<file path="src/hw/wdrc_pkg.sv">
package wdrc_pkg;

    // Register offsets on the plain register port
    localparam logic [7:0] ADDR_DOG_CTRL    = 8'h21;
    localparam logic [7:0] ADDR_RESET_CAUSE = 8'h20;

    // Control and status field positions
    localparam int BIT_IRQ_FLAG = 7;
    localparam int BIT_IRQ_EN   = 6;
    localparam int BIT_SEL_HI   = 5;
    localparam int BIT_UNLOCK   = 4;
    localparam int BIT_ENABLE   = 3;
    localparam int BIT_SEL_LO   = 0;

    // Reset-cause field positions
    localparam int RC_DOG      = 3;
    localparam int RC_BROWNOUT = 2;
    localparam int RC_PIN      = 1;
    localparam int RC_POWERON  = 0;
    localparam int RC_COUNT    = 4;

    // Reset values
    localparam logic [3:0] SEL_RESET      = 4'h0;
    localparam logic [3:0] RC_AT_POWERON  = 4'h1;
    localparam logic [3:0] RC_UPPER_READ  = 4'h0;
    localparam logic [7:0] RD_IDLE        = 8'h00;

    // Unlock window length in clock cycles
    localparam logic [2:0] UNLOCK_WINDOW_CYCLES = 3'h4;

    // Timeout select limits
    localparam logic [3:0] SEL_MAX_VALID = 4'h9;
    localparam logic [3:0] SEL_FALLBACK  = 4'h9;

    // Oscillator ticks of the shortest period, and counter width
    localparam int DOG_BASE_TICKS = 2048;
    localparam int DOG_CNT_W      = 21;

    // Fuse level that selects safety level two
    localparam logic SAFETY_LEVEL2_FUSE = 1'b1;

    // Change window states
    typedef enum logic [1:0] {
        WIN_LOCKED = 2'b01,
        WIN_OPEN   = 2'b10
    } wdrc_win_t;

endpackage

</file>
<file path="src/hw/wdrc_dog_counter.sv">
`timescale 1ns/1ns
// Time-out counter stepped by oscillator ticks
module wdrc_dog_counter import wdrc_pkg::*; #(
    parameter int BASE_TICKS = DOG_BASE_TICKS
) (
    // Clock and control
    input  wire logic       clk,
    input  wire logic       srst,
    input  wire logic       clkEn,
    // Counter control
    input  wire logic       run,
    input  wire logic       restart,
    input  wire logic       slowTick,
    input  wire logic [3:0] timeoutSelect,
    // Expiry pulse
    output logic            expire
);

    logic [3:0]           selEff;   // Select after reserved fallback
    logic [DOG_CNT_W-1:0] lastCnt;  // Final count of the period
    logic [DOG_CNT_W-1:0] cnt_q;    // Ticks seen so far
    logic                 expire_q; // Registered expiry

    // Reserved codes fall back to the longest valid period
    always_comb begin
        if (timeoutSelect > SEL_MAX_VALID) begin
            selEff = SEL_FALLBACK;
        end else begin
            selEff = timeoutSelect;
        end
        lastCnt = DOG_CNT_W'((BASE_TICKS << selEff) - 1);
    end

    // Count ticks; restart when stopped, kicked or reset
    always_ff @(posedge clk) begin
        if (clkEn) begin
            if (srst || restart || !run) begin
                cnt_q <= '0;
            end else if (slowTick) begin
                // Wrap at the end of the period
                if (cnt_q >= lastCnt) begin
                    cnt_q <= '0;
                end else begin
                    cnt_q <= cnt_q + 1'b1;
                end
            end
        end
    end

    // One-cycle expiry pulse
    always_ff @(posedge clk) begin
        if (clkEn) begin
            if (srst) begin
                expire_q <= 1'b0;
            end else begin
                expire_q <= run && !restart && slowTick && (cnt_q >= lastCnt);
            end
        end
    end

    assign expire = expire_q;

endmodule

</file>
<file path="src/hw/wdrc_watchdog.sv">
// Chosen here: the strobed register port.
`timescale 1ns/1ns
// Watchdog with protected configuration and reset-cause flags
module wdrc_watchdog import wdrc_pkg::*; #(
    parameter int TIMEOUT_BASE_TICKS = DOG_BASE_TICKS
) (
    // Clock, reset and freeze
    input  wire logic       clk,
    input  wire logic       srst,
    input  wire logic       clkEn,
    // Register port
    input  wire logic [7:0] regAddr,
    input  wire logic [7:0] regWrData,
    input  wire logic       regWrEn,
    input  wire logic       regRdEn,
    output logic      [7:0] regRdData,
    // Fuse and oscillator
    input  wire logic       safetyLevelFuse,
    input  wire logic       slowTick,
    // Core side
    input  wire logic       dogRestart,
    input  wire logic       globalIrqEnable,
    input  wire logic       irqVectorAck,
    // Reset detector events
    input  wire logic       powerOnEvt,
    input  wire logic       brownoutEvt,
    input  wire logic       pinResetEvt,
    // Results
    output logic            timeoutIrqReq,
    output logic            dogResetPulse
);

    // Decoded accesses
    logic       wrCtrl;        // Write to the control register
    logic       wrCause;       // Write to the reset-cause register
    logic       rdCtrl;        // Read of the control register
    logic       rdCause;       // Read of the reset-cause register

    // Fields of the written byte
    logic       wrUnlock;      // Unlock bit written
    logic       wrEnable;      // Enable bit written
    logic [3:0] wrSelect;      // Timeout select written

    // Safety level and window
    logic       levelTwo;      // Fuse selects level two
    wdrc_win_t  win_q;         // Change window state
    wdrc_win_t  win_d;         // Next window state
    logic [2:0] winCnt_q;      // Cycles left in the window
    logic [2:0] winCnt_d;      // Next window count
    logic       winOpen;       // Window open this cycle
    logic       openingWrite;  // Write that opens the window
    logic       changeWrite;   // Second write inside the window

    // Configuration
    logic       enable_q;      // Stored enable bit
    logic       enableEff;     // Enable as seen by the logic
    logic [3:0] select_q;      // Timeout select
    logic       irqEn_q;       // Timeout interrupt enable
    logic       irqFlag_q;     // Timeout interrupt flag

    // Time-out handling
    logic       running;       // Counter runs
    logic       expire;        // Period ended this cycle
    logic       toIrq;         // Time-out goes to interrupt
    logic       toReset;       // Time-out goes to reset
    logic       dogReset_q;    // Registered reset pulse

    // Reset-cause flags
    logic [RC_COUNT-1:0] cause_q;   // Sticky cause flags
    logic [RC_COUNT-1:0] causeSet;  // Hardware set per flag
    logic [7:0]          rdData_q;  // Registered read data

    // Address decode
    // Both registers share one strobe pair; an address that matches
    // neither register leaves every flop alone and reads back zero.
    // The bus master never issues both strobes in one cycle, so the
    // write and read decodes never fight over the same register.
    always_comb begin
        wrCtrl  = regWrEn && (regAddr == ADDR_DOG_CTRL);
        wrCause = regWrEn && (regAddr == ADDR_RESET_CAUSE);
        rdCtrl  = regRdEn && (regAddr == ADDR_DOG_CTRL);
        rdCause = regRdEn && (regAddr == ADDR_RESET_CAUSE);
    end

    // Fields of the written control byte
    // The select code is split around the unlock and enable bits,
    // so the top select bit is gathered from bit five of the byte.
    always_comb begin
        wrUnlock = regWrData[BIT_UNLOCK];
        wrEnable = regWrData[BIT_ENABLE];
        wrSelect = {regWrData[BIT_SEL_HI], regWrData[BIT_SEL_LO+2:BIT_SEL_LO]};
    end

    // Fuse level is read live; it is a static strap
    assign levelTwo = (safetyLevelFuse == SAFETY_LEVEL2_FUSE);

    // Window classification of control writes
    // An opening write needs enable written as one even when the dog
    // already runs; this keeps a stray unlock write from ever being
    // able to stop the dog by itself.
    // A change write is any control write with unlock clear while the
    // window stands open; it closes the window whatever it carries.
    always_comb begin
        winOpen      = (win_q == WIN_OPEN);
        // Unlock and enable both one in one write
        openingWrite = wrCtrl && wrUnlock && wrEnable;
        // Unlock cleared while the window is open
        changeWrite  = wrCtrl && !wrUnlock && winOpen;
    end

    // Next state of the change window
    // The window counts the four cycles after the opening write; a
    // change write taken on the fourth of them is still accepted.
    // Reading the unlock bit shows whether the window is open.
    always_comb begin
        win_d    = win_q;
        winCnt_d = winCnt_q;
        unique case (win_q)
            WIN_LOCKED: begin
                // Open for four cycles after the unlock write
                if (openingWrite) begin
                    win_d    = WIN_OPEN;
                    winCnt_d = UNLOCK_WINDOW_CYCLES;
                end
            end
            WIN_OPEN: begin
                if (openingWrite) begin
                    // A new unlock write restarts the window
                    winCnt_d = UNLOCK_WINDOW_CYCLES;
                end else if (changeWrite || winCnt_q <= 3'h1) begin
                    // Used up or timed out
                    win_d    = WIN_LOCKED;
                    winCnt_d = 3'h0;
                end else begin
                    winCnt_d = winCnt_q - 3'h1;
                end
            end
            default: begin
                win_d    = WIN_LOCKED;
                winCnt_d = 3'h0;
            end
        endcase
    end

    // Window registers
    // A chip reset always leaves the window locked.
    always_ff @(posedge clk) begin
        if (clkEn) begin
            if (srst) begin
                win_q    <= WIN_LOCKED;
                winCnt_q <= 3'h0;
            end else begin
                win_q    <= win_d;
                winCnt_q <= winCnt_d;
            end
        end
    end

    // Effective enable: level two always on; level one held by dog flag
    // Holding enable while the dog flag is set makes a failing program
    // reset again and again instead of running with the dog stopped.
    always_comb begin
        if (levelTwo) begin
            enableEff = 1'b1;
        end else begin
            enableEff = enable_q || cause_q[RC_DOG];
        end
    end

    // Stored enable bit
    // At level two the stored bit is never used, so writes skip it.
    // Setting is free at level one; clearing needs the window and a
    // cleared dog flag, otherwise the write of zero is dropped.
    always_ff @(posedge clk) begin
        if (clkEn) begin
            if (srst) begin
                enable_q <= 1'b0;
            end else if (wrCtrl && !levelTwo) begin
                if (wrEnable) begin
                    // Setting needs no unlock
                    enable_q <= 1'b1;
                end else if (changeWrite && !cause_q[RC_DOG]) begin
                    // Clearing only in the window, after the dog flag
                    enable_q <= 1'b0;
                end
                // Zero outside the window is dropped
            end
        end
    end

    // Timeout select
    // Reserved codes are stored as written; the counter maps them to a
    // valid period, so a read shows what software wrote.
    always_ff @(posedge clk) begin
        if (clkEn) begin
            if (srst) begin
                select_q <= SEL_RESET;
            end else if (wrCtrl) begin
                if (!levelTwo) begin
                    // Level one changes the period freely
                    select_q <= wrSelect;
                end else if (changeWrite) begin
                    // Level two only in the window; enable ignored
                    select_q <= wrSelect;
                end
            end
        end
    end

    // Time-out action from enable and interrupt enable
    // With both bits set the first time-out interrupts and the next
    // one resets, unless software sets the interrupt enable again.
    always_comb begin
        running = enableEff || irqEn_q;
        toIrq   = expire && irqEn_q;
        toReset = expire && !irqEn_q && enableEff;
    end

    // Timeout interrupt enable
    // The hardware clear only applies when enable is set, so a pure
    // interrupt mode keeps interrupting on every period.
    always_ff @(posedge clk) begin
        if (clkEn) begin
            if (srst) begin
                irqEn_q <= 1'b0;
            end else if (wrCtrl) begin
                // A software write wins over the hardware clear
                irqEn_q <= regWrData[BIT_IRQ_EN];
            end else if (toIrq && enableEff) begin
                // Next time-out becomes a reset
                irqEn_q <= 1'b0;
            end
        end
    end

    // Timeout interrupt flag; a new time-out wins over any clear
    always_ff @(posedge clk) begin
        if (clkEn) begin
            if (srst) begin
                irqFlag_q <= 1'b0;
            end else if (toIrq) begin
                irqFlag_q <= 1'b1;
            end else if (irqVectorAck) begin
                irqFlag_q <= 1'b0;
            end else if (wrCtrl && regWrData[BIT_IRQ_FLAG]) begin
                irqFlag_q <= 1'b0;
            end
        end
    end

    // Interrupt request needs both enables
    // The request is combinational so the core sees a change of the
    // global enable in the same cycle.
    assign timeoutIrqReq = irqFlag_q && irqEn_q && globalIrqEnable;

    // Time-out counter
    // The counter is stepped by oscillator ticks, not by the system
    // clock, so the period does not depend on the core clock rate.
    wdrc_dog_counter #(
        .BASE_TICKS    (TIMEOUT_BASE_TICKS)
    ) u_counter (
        .clk           (clk),
        .srst          (srst),
        .clkEn         (clkEn),
        .run           (running),
        .restart       (dogRestart),
        .slowTick      (slowTick),
        .timeoutSelect (select_q),
        .expire        (expire)
    );

    // One-cycle system reset request
    // Registered so that the reset tree sees a clean single pulse.
    always_ff @(posedge clk) begin
        if (clkEn) begin
            if (srst) begin
                dogReset_q <= 1'b0;
            end else begin
                dogReset_q <= toReset;
            end
        end
    end

    assign dogResetPulse = dogReset_q;

    // Hardware set events per cause flag
    // The dog flag is set from the registered reset pulse, one cycle
    // after the request leaves the block.
    always_comb begin
        causeSet              = '0;
        causeSet[RC_DOG]      = dogReset_q;
        causeSet[RC_BROWNOUT] = brownoutEvt;
        causeSet[RC_PIN]      = pinResetEvt;
        causeSet[RC_POWERON]  = powerOnEvt;
    end

    // Cause flags survive the chip reset; power-on restarts them
    // They carry no reset branch on purpose: the flags must outlive
    // the very resets that they record.
    generate
        for (genvar i = 0; i < RC_COUNT; i++) begin : g_cause
            always_ff @(posedge clk) begin
                if (clkEn) begin
                    if (causeSet[i]) begin
                        // A set wins over a clear in the same cycle
                        cause_q[i] <= 1'b1;
                    end else if (powerOnEvt) begin
                        // Power-on clears the other flags
                        cause_q[i] <= RC_AT_POWERON[i];
                    end else if (wrCause && !regWrData[i]) begin
                        // Zero clears; one leaves the flag alone
                        cause_q[i] <= 1'b0;
                    end
                end
            end
        end
    endgenerate

    // Read data, valid only in the cycle after the read strobe
    // Returning zero in idle cycles keeps a shared read bus quiet.
    always_ff @(posedge clk) begin
        if (clkEn) begin
            if (srst) begin
                rdData_q <= RD_IDLE;
            end else if (rdCtrl) begin
                rdData_q <= {irqFlag_q, irqEn_q, select_q[3], winOpen,
                             enableEff, select_q[2:0]};
            end else if (rdCause) begin
                // Upper nibble is always zero
                rdData_q <= {RC_UPPER_READ, cause_q};
            end else begin
                // Unmapped reads and idle cycles return zero
                rdData_q <= RD_IDLE;
            end
        end
    end

    assign regRdData = rdData_q;

endmodule

</file>
<file path="config.mk">
export PLATFORM = sky130hd
export DESIGN_NAME = wdrc_watchdog
export DESIGN_NICKNAME = d
export VERILOG_FILES = /design/src/hw/wdrc_pkg.sv /design/src/hw/wdrc_dog_counter.sv /design/src/hw/wdrc_watchdog.sv
export SDC_FILE = /design/constraint.sdc
export NUM_CORES = 1
export LEC_CHECK = 0
export BUFFER_PORTS_ARGS = -buffer_cell sky130_fd_sc_hd__buf_2
export CAP_MARGIN = 20
export CORE_MARGIN = 2
export CORE_UTILIZATION = 57
export CTS_CLUSTER_SIZE = 8
export DETAILED_ROUTE_END_ITERATION = 6
export PLACE_DENSITY = 0.79
export SETUP_SLACK_MARGIN = 0.15
export SYNTH_ARGS = -nofsm -noshare
export SYNTH_HDL_FRONTEND = slang
export SYNTH_SLANG_ARGS = --single-unit
</file>
<file path="constraint.sdc">
create_clock -name clk -period 3 [get_ports clk]
set_input_delay 0.9 -clock clk [delete_from_list [all_inputs] [get_ports clk]]
set_output_delay 0.9 -clock clk [all_outputs]
set_load 0.02 [all_outputs]
</file>
==> results.yml <==
run_status:
  outcome: "completed"
place:
  port_buffers: 38
  place_hpwl_mm: 4.08
  place_congestion: 0.789
  post-place-ws_ps: -13.0
critical_path:
  crit_type: "reg -> reg"
  end_kind: "register"
  worstSetupStartpointType: "register"
  cp.depth: 13
  slowest_delay_ps: 430
  cp_top_family: "simple AND/OR/NAND/NOR gates"
  critPathMaxFanout: 6
  crit_path_cell_trace: "nor3_2 -> nand2b_1 -> ha_4 -> nor3_2 -> a21o_1 -> a32oi_1 -> ha_1 -> nand4_1 -> nor4_2 -> a211oi_1 -> o21ai_2 -> buf_6 -> nor2_1"
  arrival_ps: 2900
  crit_required_ps: 3050
  reg2reg_depth: 13
  crit_top_cell: "nor3_2"
  slowest_stage: "edfxtp_1"
  cp_num_buf_inv: 1
final_layout:
  fill_cells: 360
  final_common_cell: "edfxtp_1"
  regArea_sq_mm: 0.00141
  multi_input_area_sq_mm: 0.00132
  drive_above_1_share: 0.199
  antenna_cells: 0
  syn_to_final_growth_pct: 16.0
  utilization: 0.686
  final_nets: 357
  final_cell_mix: "edfxtp_1 (47), nor2_1 (45), buf_2 (38)"
global_route:
  grt_max_degree: 22
  grt_pass1_wl_mm: 8.95
  antenna_found_initial: 0
  gr-total-overflow: 0
  grt_usage: 0.215
  grt_pass1_vias: 2048
pwr:
  p_switching_mw: 0.334
  power_leakage_nw: 1.29
  comb_power_share: 0.125
  clkPwrFrac: 0.315
  swShare: 0.235
  power.total_mw: 1.42
  p_seq_frac: 0.560
  p_int_mw: 1.08
  peakVddDrop_v: 0.000294
  powerDensity_mw_per_mm2: 438
sta:
  slew_violations: 0
  hold_ws_ps: 524
  rsz0062_at_grt: "yes"
  finClkSkew_ps: 4.05
  layout_min_cycle_time_ps: 2850
  setup_slack_ps: 153
  fin_crit_sh: 0.949
  timing.fmax_mhz: 351
  final_hold_viol_count: 0
  setup_viol: 0
cts:
  root_buffer: "clkbuf_8"
  cts_buffer_depth: 2
  ctsHoldBuffers: 0
  htree_levels: 2
  cts_num_sinks: 47
  cts_tree: "done"
  clk_pin_slew_ps: 80
  post_cts_buffers: 0
  cts_made_buffers: 5
  clock_latency_ps: 300
min_path:
  hp-class: "reg -> reg"
  hold_path_depth: 0
drt:
  drt_iter0_markers: 97
  final_antenna_net_count: 0
  vias: 2129
  wire_per_inst_um: 14.8
  post-route-drc-count: 0
  vias_per_cell: 5.62
  dr.pass1.iters: 4
  wl_mm: 5.62
synth:
  netlist_instances: 265
  ys_types: 41
  ys.flop_type: "edfxtp_1"
  async_flop_share: 0
  synth_seq_cells: 47
  syn_area_sq_mm: 0.00280
  syn_area_per_cell_sq_um: 10.5
  seq_area_frac_synth: 0.505
  synth_fp_nets: 310
  synth_edf_count: 47
  yosysWarningCount: 0
floorplan:
  coreArea_sq_mm: 0.00472
  start_util: 0.592
  die_x_um: 74.0
  io_pins: 39
  num_rows: 25
  die_h_um: 74.0
  dieArea_sq_mm: 0.00548
run:
  maxCapViolCount: 0
-- cell type report --
| class | count | area share |
|---|---|---|
| clock buffers | 6 | 0.0224 |
| inverters | 13 | 0.0151 |
| repair buffers | 47 | 0.0841 |
| flip-flops and latches | 47 | 0.435 |
| multi-input cells | 198 | 0.408 |
| well taps | 67 | 0.0259 |
| clock inverters | 1 | 0.00926 |
-- synthesized netlist by cell type (all sizes together) (2+ instances only) --
master   n  area share
nand2   13       0.018
ha      16       0.072
nor3b    2      0.0054
nand4    9       0.020
nand2b   4      0.0090
xor2    15       0.047
nor2    45       0.060
a31oi    2      0.0045
a211oi   3      0.0081
o21ai    8       0.016
nor2b    6       0.013
inv     13       0.017
and2     3      0.0067
nor4b    2       0.012
nor3    10       0.024
o31a     3      0.0094
and3     9       0.020
buf      2      0.0081
clkbuf   5      0.0067
mux2i    3       0.011
edfxtp  47        0.50
nand3   10       0.018
and4     4       0.013
a21o     2      0.0054
a21oi    9       0.016
xnor2    6       0.019
o21a     6       0.016
-- path summary, 6_finish.rpt --
| check | from | slack [ps] | end |
|---|---|---|---|
| setup reg to reg | select_q[3] | 150 | u_counter.cnt_q[19] |
| hold / removal | dogResetPulse | 520 | cause_q[3] |
| setup / recovery | select_q[3] | 150 | u_counter.cnt_q[19] |
| hold reg to reg | dogResetPulse | 520 | cause_q[3] |
-- power by group through the flow --
| stage | registers (mW) | logic [mW] | clock network (mW) |
|---|---|---|---|
| finish | 0.795 | 0.177 | 0.447 |
| floorplan | 0.805 | 0.105 | 0 |
| detailed placement | 0.808 | 0.165 | 0 |
| CTS | 0.794 | 0.172 | 0.455 |
| global placement | 0.806 | 0.160 | 0 |
| global route | 0.800 | 0.198 | 0.476 |
-- sequential cells by signal (all words and copies together), names as in the netlist --
| signal | flops |
|---|---|
| irqEn_q | 1 |
| winCnt_q | 3 |
| dogResetPulse | 1 |
| cause_q | 4 |
| win_q | 2 |
| u_counter.expire | 1 |
| regRdData | 8 |
| enable_q | 1 |
| u_counter.cnt_q | 21 |
| select_q | 4 |
| irqFlag_q | 1 |
-- metal layers --
layer	vias up	share of wire	GRT usage
met1	1013	0.41	0.258
met5	-	0	0
met2	54	0.53	0.390
met3	5	0.047	0.0447
met4	0	0.0098	0.0586
li1	1057	-	-
-- through the flow --
stage	cells	instance area, sq um	setup TNS (ps)
finish	379	3240	0
global route	379	3240	0
CTS	377	3200	0
detailed placement	369	3070	-31.3
global placement	369	3070	0
floorplan	265	2800	0
-- cells by family (layout without fill, tap and decap cells) --
kind of cell | Yosys count | after routing | synth area share
compound gates | 38 | 38 | 0.0895
xor+xnor | 21 | 21 | 0.0658
fa+ha+maj | 16 | 16 | 0.0716
buf+inv | 20 | 67 | 0.0322
flops | 47 | 47 | 0.505
mux | 3 | 3 | 0.0107
other cells | 1 | 1 | 0.00134
simple gates | 119 | 119 | 0.224
-- repair_timing --
action | 4_1_cts | 5_1_grt
cloned | 1 | 2
pin swaps | 1 | 3
setup endpoints to repair | 22 | 21
gates resized for setup | 5 | 7
Note: power is estimated with default switching activity, not from simulation.
